==> config.mk <==
export PLATFORM = sky130hd
export DESIGN_NAME = bridge_flag_core
export DESIGN_NICKNAME = d
export VERILOG_FILES = /design/src/rtl/flag_pkg.sv /design/src/rtl/bridge_flag_core.sv
export SDC_FILE = /design/constraint.sdc
export NUM_CORES = 1
export LEC_CHECK = 0
export ABC_AREA = 1
export BUFFER_PORTS_ARGS = -buffer_cell sky130_fd_sc_hd__buf_2
export CORE_ASPECT_RATIO = 1.25
export CORE_MARGIN = 2
export CORE_UTILIZATION = 61
export CTS_BUF_LIST = sky130_fd_sc_hd__clkbuf_4 sky130_fd_sc_hd__clkbuf_8
export CTS_CLUSTER_SIZE = 30
export DETAILED_ROUTE_END_ITERATION = 7
export PLACE_DENSITY = 0.93
export SLEW_MARGIN = 20
export SYNTH_ARGS = -nofsm -noshare
export SYNTH_HDL_FRONTEND = slang
export SYNTH_SLANG_ARGS = --single-unit
==> constraint.sdc <==
create_clock -name core_clk -period 3.9 [get_ports core_clk]
set_input_delay 0.78 -clock core_clk [delete_from_list [all_inputs] [get_ports core_clk]]
set_output_delay 0.78 -clock core_clk [all_outputs]
set_load 0.02 [all_outputs]
==> src/rtl/flag_pkg.sv <==
// Shared constants for the bridge status and error flag block.
package flag_pkg;
	localparam int         ADDR_W       = 8;
	localparam int         DATA_W       = 32;
	localparam int         ID_W         = 10;
	localparam int         WORD_W       = 16;
	localparam int         OCC_W        = 3;
	// ****************************************
	// register byte offsets
	// ****************************************
	localparam logic [7:0] STATUS_OFS   = 8'h00;
	localparam logic [7:0] CTRL_OFS     = 8'h04;
	localparam logic [7:0] ERR_CODE_OFS = 8'h08;
	localparam logic [7:0] ERR_ID_OFS   = 8'h0C;
	localparam logic [7:0] COUNT_OFS    = 8'h10;
	// ****************************************
	// status register fields
	// ****************************************
	localparam int         ST_SHORT     = 0;
	localparam int         ST_DROP      = 1;
	localparam int         ST_BREAK     = 2;
	localparam int         ST_ALARM     = 3;
	localparam int         ST_PDONE     = 4;
	localparam int         ST_PERR      = 5;
	localparam int         ST_BUSY      = 6;
	localparam int         ST_SUMMARY   = 7;
	localparam int         ST_READY     = 8;
	localparam int         ST_ID_LSB    = 16;
	// ****************************************
	// control register fields
	// ****************************************
	localparam int         CT_DETECT    = 0;
	localparam int         CT_XFER      = 1;
	localparam int         CT_CLR_LSB   = 2;
	localparam int         CT_OCC_LSB   = 8;
	localparam int         CT_W         = 11;
	// ****************************************
	// fault id encoding, reset values and response codes
	// ****************************************
	localparam int         ID_INPUT_BIT = 9;
	localparam int         ID_ZERO_BIT  = 8;
	localparam logic [2:0] OCC_RST      = 3'h1;
	localparam logic [1:0] RESP_OKAY    = 2'h0;
	localparam logic [1:0] RESP_SLVERR  = 2'h2;
endpackage

==> src/rtl/bridge_flag_core.sv <==
// Status, error and command flag logic of the bridge, with an AXI4-Lite register slave.
module bridge_flag_core #(
	parameter int GROUPS = 5
) (
	input  wire logic                          core_clk,
	input  wire logic                          rst,
	input  wire logic [flag_pkg::ADDR_W-1:0]   s_axi_awaddr,
	input  wire logic                          s_axi_awvalid,
	output logic                               s_axi_awready,
	input  wire logic [flag_pkg::DATA_W-1:0]   s_axi_wdata,
	input  wire logic [3:0]                    s_axi_wstrb,
	input  wire logic                          s_axi_wvalid,
	output logic                               s_axi_wready,
	output logic [1:0]                         s_axi_bresp,
	output logic                               s_axi_bvalid,
	input  wire logic                          s_axi_bready,
	input  wire logic [flag_pkg::ADDR_W-1:0]   s_axi_araddr,
	input  wire logic                          s_axi_arvalid,
	output logic                               s_axi_arready,
	output logic [flag_pkg::DATA_W-1:0]        s_axi_rdata,
	output logic [1:0]                         s_axi_rresp,
	output logic                               s_axi_rvalid,
	input  wire logic                          s_axi_rready,
	input  wire logic                          short_det,
	input  wire logic                          supply_low_det,
	input  wire logic                          line_break_det,
	input  wire logic                          slave_drop_det,
	input  wire logic                          slave_status_fault,
	input  wire logic                          slave_addr_fault,
	input  wire logic [7:0]                    fault_slave_addr,
	input  wire logic                          fault_slave_is_input,
	input  wire logic                          hw_fault,
	input  wire logic                          net_xfer_err,
	input  wire logic                          selftest_done,
	input  wire logic                          param_done_evt,
	input  wire logic                          param_fault_evt,
	input  wire logic                          detect_done_evt,
	input  wire logic                          err_code_valid,
	input  wire logic [flag_pkg::WORD_W-1:0]   err_code_in,
	output logic                               addr_detect_start,
	output logic                               param_xfer_start,
	output logic [GROUPS-1:0]                  err_summary,
	output logic [GROUPS-1:0]                  remote_ready
);
	import flag_pkg::*;

	logic                aw_got_ff, w_got_ff, awready_ff, wready_ff, bvalid_ff;
	logic                arready_ff, rvalid_ff;
	logic [1:0]          bresp_ff, rresp_ff;
	logic [DATA_W-1:0]   rdata_ff, wdata_ff, rd_mux;
	logic [ADDR_W-1:0]   waddr_ff;
	logic [3:0]          wstrb_ff;
	logic                rd_err, wr_do, aw_hs, w_hs, ar_hs;
	logic                detect_cmd_ff, detect_cmd_d_ff, xfer_req_ff, xfer_req_d_ff;
	logic [GROUPS-1:0]   clr_req_ff, clr_req_d_ff, occ_mask, clr_fall_vec;
	logic [OCC_W-1:0]    occ_ff, occ_eff;
	logic                detect_fall, xfer_rise, clr_any, clr_top;
	logic                cable_short_ff, supply_drop_ff, line_break_ff, alarm_ff;
	logic                param_done_ff, param_err_ff, busy_ff;
	logic                brk_cause, alm_cause, summary_cause, brk_new, alm_new, id_load;
	logic [ID_W-1:0]     latest_fault_slave_id, nxt_fault_id;
	logic [WORD_W-1:0]   latest_err_code_word, latest_err_id_word;
	logic [WORD_W-1:0]   err_id_count_word, alarm_id_count_word;
	logic                detect_start_ff, xfer_start_ff;
	logic [GROUPS-1:0]   summary_ff, ready_ff;

	// ****************************************
	// AXI4-Lite slave
	// ****************************************
	assign aw_hs = s_axi_awvalid & awready_ff;
	assign w_hs  = s_axi_wvalid & wready_ff;
	assign ar_hs = s_axi_arvalid & arready_ff;
	assign wr_do = aw_got_ff & w_got_ff & ~bvalid_ff;

	always_ff @(posedge core_clk) begin
		if (rst) begin
			awready_ff <= 1'b1;
			aw_got_ff  <= 1'b0;
			waddr_ff   <= '0;
		end else if (aw_hs) begin
			awready_ff <= 1'b0;
			aw_got_ff  <= 1'b1;
			waddr_ff   <= s_axi_awaddr;
		end else begin
			if (wr_do)
				aw_got_ff <= 1'b0;
			if (bvalid_ff & s_axi_bready)
				awready_ff <= 1'b1;
		end
	end

	always_ff @(posedge core_clk) begin
		if (rst) begin
			wready_ff <= 1'b1;
			w_got_ff  <= 1'b0;
			wdata_ff  <= '0;
			wstrb_ff  <= '0;
		end else if (w_hs) begin
			wready_ff <= 1'b0;
			w_got_ff  <= 1'b1;
			wdata_ff  <= s_axi_wdata;
			wstrb_ff  <= s_axi_wstrb;
		end else begin
			if (wr_do)
				w_got_ff <= 1'b0;
			if (bvalid_ff & s_axi_bready)
				wready_ff <= 1'b1;
		end
	end

	always_ff @(posedge core_clk) begin
		if (rst) begin
			bvalid_ff <= 1'b0;
			bresp_ff  <= RESP_OKAY;
		end else if (wr_do) begin
			bvalid_ff <= 1'b1;
			// read-only words accept writes silently; only holes answer with an error
			case (waddr_ff[ADDR_W-1:2])
				STATUS_OFS[7:2], CTRL_OFS[7:2], ERR_CODE_OFS[7:2], ERR_ID_OFS[7:2], COUNT_OFS[7:2]:
					bresp_ff <= RESP_OKAY;
				default:
					bresp_ff <= RESP_SLVERR;
			endcase
		end else if (s_axi_bready) begin
			bvalid_ff <= 1'b0;
		end
	end

	always_comb begin
		rd_mux = '0;
		rd_err = 1'b0;
		case (s_axi_araddr[ADDR_W-1:2])
			STATUS_OFS[7:2]: begin
				rd_mux[ST_SHORT]                 = cable_short_ff;
				rd_mux[ST_DROP]                  = supply_drop_ff;
				rd_mux[ST_BREAK]                 = line_break_ff;
				rd_mux[ST_ALARM]                 = alarm_ff;
				rd_mux[ST_PDONE]                 = param_done_ff;
				rd_mux[ST_PERR]                  = param_err_ff;
				rd_mux[ST_BUSY]                  = busy_ff;
				rd_mux[ST_SUMMARY]               = summary_ff[0];
				rd_mux[ST_READY]                 = ready_ff[0];
				rd_mux[ST_ID_LSB+:ID_W]          = latest_fault_slave_id;
			end
			CTRL_OFS[7:2]: begin
				rd_mux[CT_DETECT]                = detect_cmd_ff;
				rd_mux[CT_XFER]                  = xfer_req_ff;
				rd_mux[CT_CLR_LSB+:GROUPS]       = clr_req_ff;
				rd_mux[CT_OCC_LSB+:OCC_W]        = occ_ff;
			end
			ERR_CODE_OFS[7:2]: rd_mux[WORD_W-1:0] = latest_err_code_word;
			ERR_ID_OFS[7:2]:   rd_mux[WORD_W-1:0] = latest_err_id_word;
			COUNT_OFS[7:2]:    rd_mux            = {alarm_id_count_word, err_id_count_word};
			default:           rd_err            = 1'b1;
		endcase
	end

	always_ff @(posedge core_clk) begin
		if (rst) begin
			arready_ff <= 1'b1;
			rvalid_ff  <= 1'b0;
			rdata_ff   <= '0;
			rresp_ff   <= RESP_OKAY;
		end else if (ar_hs) begin
			arready_ff <= 1'b0;
			rvalid_ff  <= 1'b1;
			rdata_ff   <= rd_mux;
			rresp_ff   <= rd_err ? RESP_SLVERR : RESP_OKAY;
		end else if (rvalid_ff & s_axi_rready) begin
			arready_ff <= 1'b1;
			rvalid_ff  <= 1'b0;
		end
	end

	assign s_axi_awready = awready_ff;
	assign s_axi_wready  = wready_ff;
	assign s_axi_bvalid  = bvalid_ff;
	assign s_axi_bresp   = bresp_ff;
	assign s_axi_arready = arready_ff;
	assign s_axi_rvalid  = rvalid_ff;
	assign s_axi_rdata   = rdata_ff;
	assign s_axi_rresp   = rresp_ff;

	// ****************************************
	// command bits and their edges
	// ****************************************
	always_ff @(posedge core_clk) begin
		if (rst) begin
			detect_cmd_ff <= 1'b0;
			xfer_req_ff   <= 1'b0;
			clr_req_ff    <= '0;
			occ_ff        <= OCC_RST;
		end else if (wr_do && waddr_ff[ADDR_W-1:2] == CTRL_OFS[7:2]) begin
			if (wstrb_ff[0]) begin
				detect_cmd_ff <= wdata_ff[CT_DETECT];
				xfer_req_ff   <= wdata_ff[CT_XFER];
				clr_req_ff    <= wdata_ff[CT_CLR_LSB+:GROUPS];
			end
			if (wstrb_ff[1])
				occ_ff <= wdata_ff[CT_OCC_LSB+:OCC_W];
		end
	end

	always_ff @(posedge core_clk) begin
		if (rst) begin
			detect_cmd_d_ff <= 1'b0;
			xfer_req_d_ff   <= 1'b0;
			clr_req_d_ff    <= '0;
		end else begin
			detect_cmd_d_ff <= detect_cmd_ff;
			xfer_req_d_ff   <= xfer_req_ff;
			clr_req_d_ff    <= clr_req_ff;
		end
	end

	// out-of-range group counts fall back to the nearest legal one
	assign occ_eff = (occ_ff == '0) ? OCC_W'(1) : (occ_ff > OCC_W'(GROUPS)) ? OCC_W'(GROUPS) : occ_ff;

	for (genvar g = 0; g < GROUPS; g++) begin : g_grp
		assign occ_mask[g] = (OCC_W'(g) < occ_eff);
	end

	assign detect_fall  = detect_cmd_d_ff & ~detect_cmd_ff;
	assign xfer_rise    = xfer_req_ff & ~xfer_req_d_ff;
	assign clr_fall_vec = clr_req_d_ff & ~clr_req_ff & occ_mask;
	assign clr_any      = |clr_fall_vec;
	assign clr_top      = clr_fall_vec[occ_eff-OCC_W'(1)];

	// ****************************************
	// sticky error flags; a new cause beats a clear
	// ****************************************
	assign brk_cause     = line_break_det | slave_drop_det;
	assign alm_cause     = slave_status_fault | slave_addr_fault;
	assign summary_cause = short_det | supply_low_det | brk_cause | hw_fault;

	always_ff @(posedge core_clk) begin
		if (rst) begin
			cable_short_ff <= 1'b0;
			supply_drop_ff <= 1'b0;
			line_break_ff  <= 1'b0;
			alarm_ff       <= 1'b0;
			param_err_ff   <= 1'b0;
		end else begin
			cable_short_ff <= short_det | (cable_short_ff & ~clr_any);
			supply_drop_ff <= supply_low_det | (supply_drop_ff & ~clr_any);
			line_break_ff  <= brk_cause | (line_break_ff & ~clr_any);
			alarm_ff       <= alm_cause | (alarm_ff & ~clr_any);
			param_err_ff   <= param_fault_evt | (param_err_ff & ~clr_top);
		end
	end

	for (genvar g = 0; g < GROUPS; g++) begin : g_out
		always_ff @(posedge core_clk) begin
			if (rst) begin
				summary_ff[g] <= 1'b0;
				ready_ff[g]   <= 1'b0;
			end else begin
				summary_ff[g] <= occ_mask[g] & (summary_cause | (summary_ff[g] & ~clr_any));
				// a fault holds ready low even while self test reports done
				if (hw_fault | net_xfer_err)
					ready_ff[g] <= 1'b0;
				else if (selftest_done)
					ready_ff[g] <= occ_mask[g];
				else if (!occ_mask[g])
					ready_ff[g] <= 1'b0;
			end
		end
	end

	assign err_summary  = summary_ff;
	assign remote_ready = ready_ff;

	// ****************************************
	// parameter transfer and address detection
	// ****************************************
	always_ff @(posedge core_clk) begin
		if (rst) begin
			param_done_ff <= 1'b0;
			xfer_start_ff <= 1'b0;
		end else begin
			param_done_ff <= param_done_evt | (param_done_ff & ~xfer_rise);
			xfer_start_ff <= xfer_rise;
		end
	end

	always_ff @(posedge core_clk) begin
		if (rst) begin
			busy_ff         <= 1'b0;
			detect_start_ff <= 1'b0;
		end else begin
			busy_ff         <= detect_fall | (busy_ff & ~detect_done_evt);
			detect_start_ff <= detect_fall;
		end
	end

	assign addr_detect_start = detect_start_ff;
	assign param_xfer_start  = xfer_start_ff;

	// ****************************************
	// fault id and error words
	// ****************************************
	assign brk_new      = brk_cause & (~line_break_ff | clr_any);
	assign alm_new      = alm_cause & (~alarm_ff | clr_any);
	assign id_load      = brk_new | alm_new;
	assign nxt_fault_id = {fault_slave_is_input, 1'b0, fault_slave_addr};

	always_ff @(posedge core_clk) begin
		if (rst) begin
			latest_fault_slave_id <= '0;
			latest_err_id_word    <= '0;
		end else if (id_load) begin
			latest_fault_slave_id <= nxt_fault_id;
			latest_err_id_word    <= WORD_W'(nxt_fault_id);
		end else if (clr_any) begin
			latest_fault_slave_id <= '0;
			latest_err_id_word    <= '0;
		end
	end

	always_ff @(posedge core_clk) begin
		if (rst)
			latest_err_code_word <= '0;
		else if (err_code_valid)
			latest_err_code_word <= err_code_in;
		else if (clr_any)
			latest_err_code_word <= '0;
	end

	// counters saturate rather than wrap so a long fault storm never reads as few
	always_ff @(posedge core_clk) begin
		if (rst) begin
			err_id_count_word   <= '0;
			alarm_id_count_word <= '0;
		end else begin
			if (clr_any)
				err_id_count_word <= WORD_W'(brk_new);
			else if (brk_new && err_id_count_word != '1)
				err_id_count_word <= err_id_count_word + WORD_W'(1);
			if (clr_any)
				alarm_id_count_word <= WORD_W'(alm_new);
			else if (alm_new && alarm_id_count_word != '1)
				alarm_id_count_word <= alarm_id_count_word + WORD_W'(1);
		end
	end
endmodule

==> out/results.tsv <==
stage	metric	value	unit
yosys	Synth Register Bits	152	
layout	nets	1110	
clocking	CTS HTree Levels	4	
yosys	sequential element share of the synthesized area	44.8	%
power_and_ir_drop	Max VDD drop	0.328	mV
clocking	PostCTS Resize Cnt	0	
floorplanning	row count	43	
clocking	CTS Hold Bufs	0	
timing	max-slew violations	0	
power_and_ir_drop	Power, Total	3.22	mW
yosys	Ys Warns	0	
timing	Slew HR	55.0	%
layout	commonest non-fill, non-tap cell in the layout	nand2_1	
timing	worst clock skew	0.0106	ns
drt	antenna-violating nets left	0	
yosys	Synth Instances	911	
yosys	Async SR Flop Fraction	0	%
drt	DRC	0	
timing	# setup viols final	0	
placement	PortBufs	119	
global_routing	first-pass GRT wire length	30000	um
clocking	Clock Latency Late Sink	0.47	ns
layout	layout cells sized above 1	18.8	%
drt	via count	6779	
timing	Worst Tran Pin Value	0.675	ns
layout	most frequent cells in the layout	nand2_1 (183), dfxtp_1 (152), buf_2 (119), nor2_1 (97), a21oi_1 (96)	
global_routing	initial antenna violation count	0	
layout	synthesis-to-finish area growth	14.3	%
global_routing	largest net degree at the start of global routing	56	
layout	number of diodes	0	
worst_setup_path	CP Launch Type	flop	
drt	Routed WL	18200	um
global_routing	grt ovf	0	
drt	DR vias/cell	5.85	
worst_setup_path	CP Max Fanout	17	
status	status	finished, final reports clean	
yosys	Distinct cells, synth	40	
global_routing	gr usage total	31.0	%
floorplanning	Starting Density	61.9	%
worst_setup_path	Crit Path Category	flop to flop	
clocking	clock-pin slew on the worst setup and hold paths	0.08	ns
global_routing	vias in the first global route	6362	
worst_setup_path	critical path data required time	4.30	ns
clocking	clock buffer depth	2	
timing	part of the cycle the worst path needs	60.6	%
clocking	CTS tree	built	
yosys	Post-synth top flop	dfxtp_1	
floorplanning	die area	12000	um2
clocking	CTS sink cnt	152	
floorplanning	Die X	98.4	um
drt	DRT Pass-1 Iters	6	
clocking	postcts setup bufs	0	
timing	RSZ-0062 raised after global routing	false	
yosys	EDFF count, synth	0	
yosys	mapped cell area	6790	um2
worst_setup_path	Crit. End Element	flop	
floorplanning	IO Pins	150	
worst_setup_path	FF-to-FF path depth	7	
power_and_ir_drop	Power Dens Cells	415	nW/um2
clocking	CTS Buf Count	17	
hold_path	Hold WC Path Type	flop to flop	
placement	gpl congestion	0.945	
drt	DRT iter0 DRCs	631	
power_and_ir_drop	Leak	3.27	nW
layout	cell area after layout	7760	um2
worst_setup_path	Crit path arrival time	2.76	ns
floorplanning	Die Span Y	122	um
timing	final worst path period need	2.36	ns
timing	Fin. Hold Viols	0	
clocking	CTS Root Cell	clkbuf_8	
drt	DR WL/cell	15.7	um
hold_path	hold path cells	1	
flow_run	max cap viols	0	
placement	Placed Area	7360	um2
timing	setup TNS	0	ns
placement	DPL Wire Length	12800	um
yosys	syn avg cell area	7.45	um2
floorplanning	Core Area	11000	um2
timing	Fmax achieved	423	MHz
## Yosys cell counts (5+ instances only)
master	instances	share of area [%]
a21oi_1	96	7.1
nand3_1	58	4.3
xnor2_1	7	0.90
nor2_1	97	5.4
nand4_1	17	1.6
nand2_1	183	10
o211ai_1	6	0.66
nor3_1	14	1.0
dfxtp_1	152	45
buf_2	9	0.66
clkbuf_1	25	1.4
buf_6	7	1.2
o21ai_0	71	5.2
xor2_1	18	2.3
o221ai_1	8	1.0
a21oi_2	10	1.3
a41oi_1	5	0.64
inv_1	79	4.4
## worst max-delay path, cell delays in order, from the launching register on
cell,delay (ns)
dfxtp_1,0.52
ha_1,0.27
nand3_1,0.20
nor2_2,0.23
nand3_2,0.36
nand3_2,0.41
nand2_1,0.14
a21oi_2,0.17
## kinds of logic after synthesis
kind of cell,synth area share (%)
AO/OA/AOI/OAI,17.1
XOR/XNOR,3.22
adder cells (fa/ha/maj),0.368
AND/OR/NAND/NOR,26.3
other,0.0552
buffers and inverters,8.18
flip-flops,44.8
## metal layers
layer | routed length (um) | vias up | part of all wire [%] | global-route usage (%)
li1 | - | 3223 | - | -
met1 | 6980 | 3127 | 38 | 36.7
met2 | 8980 | 353 | 49 | 52.3
met3 | 1490 | 76 | 8.2 | 6.37
met4 | 801 | 0 | 4.4 | 17.5
met5 | 0 | - | 0 | 0
## stage by stage
step           hold WS (ns)  worst slack (ns)  utilization, %  instances
2_1_floorplan         0.396              2.04               -        912
3_3_place_gp          0.406              1.51            67.1       1127
3_5_place_dp          0.418              1.44            67.1       1127
4_1_cts               0.433              1.61            70.7       1159
5_1_grt               0.461              1.36            70.7       1159
6_report              0.428              1.54            70.7       1159
## flip-flops by register name (all words and copies together) (netlist names), 6 cells and up
register	flops
s_axi_rdata	32
latest_err_code_word	16
waddr_ff	6
err_id_count_word	16
wdata_ff	10
alarm_id_count_word	16
latest_fault_slave_id	9
## worst paths after layout
kind	start	end	slack (ns)
setup / recovery	err_id_count_word[0]	err_id_count_word[4]	1.54
hold / removal	xfer_req_d_ff	param_xfer_start	0.43
setup reg to reg	err_id_count_word[0]	err_id_count_word[4]	1.54
hold reg to reg	xfer_req_d_ff	param_xfer_start	0.43
## where the power goes
group | switching, mW | internal (mW) | leakage (nW)
logic | 0.220 | 0.110 | 1.83
registers | 0.0470 | 1.62 | 1.24
clock network | 0.623 | 0.599 | 0.202
total | 0.890 | 2.33 | 3.27
## layout make-up
| type | instances | area (um2) |
|---|---|---|
| timing repair buffer | 125 | 641 |
| inverter | 83 | 312 |
| multi-input combinational | 632 | 3200 |
| tap | 135 | 169 |
| sequential | 152 | 3040 |
| fill | 820 | 3220 |
| clock inverter | 13 | 145 |
| clock buffer | 19 | 255 |
No activity file was read; power rests on OpenSTA's default activity.
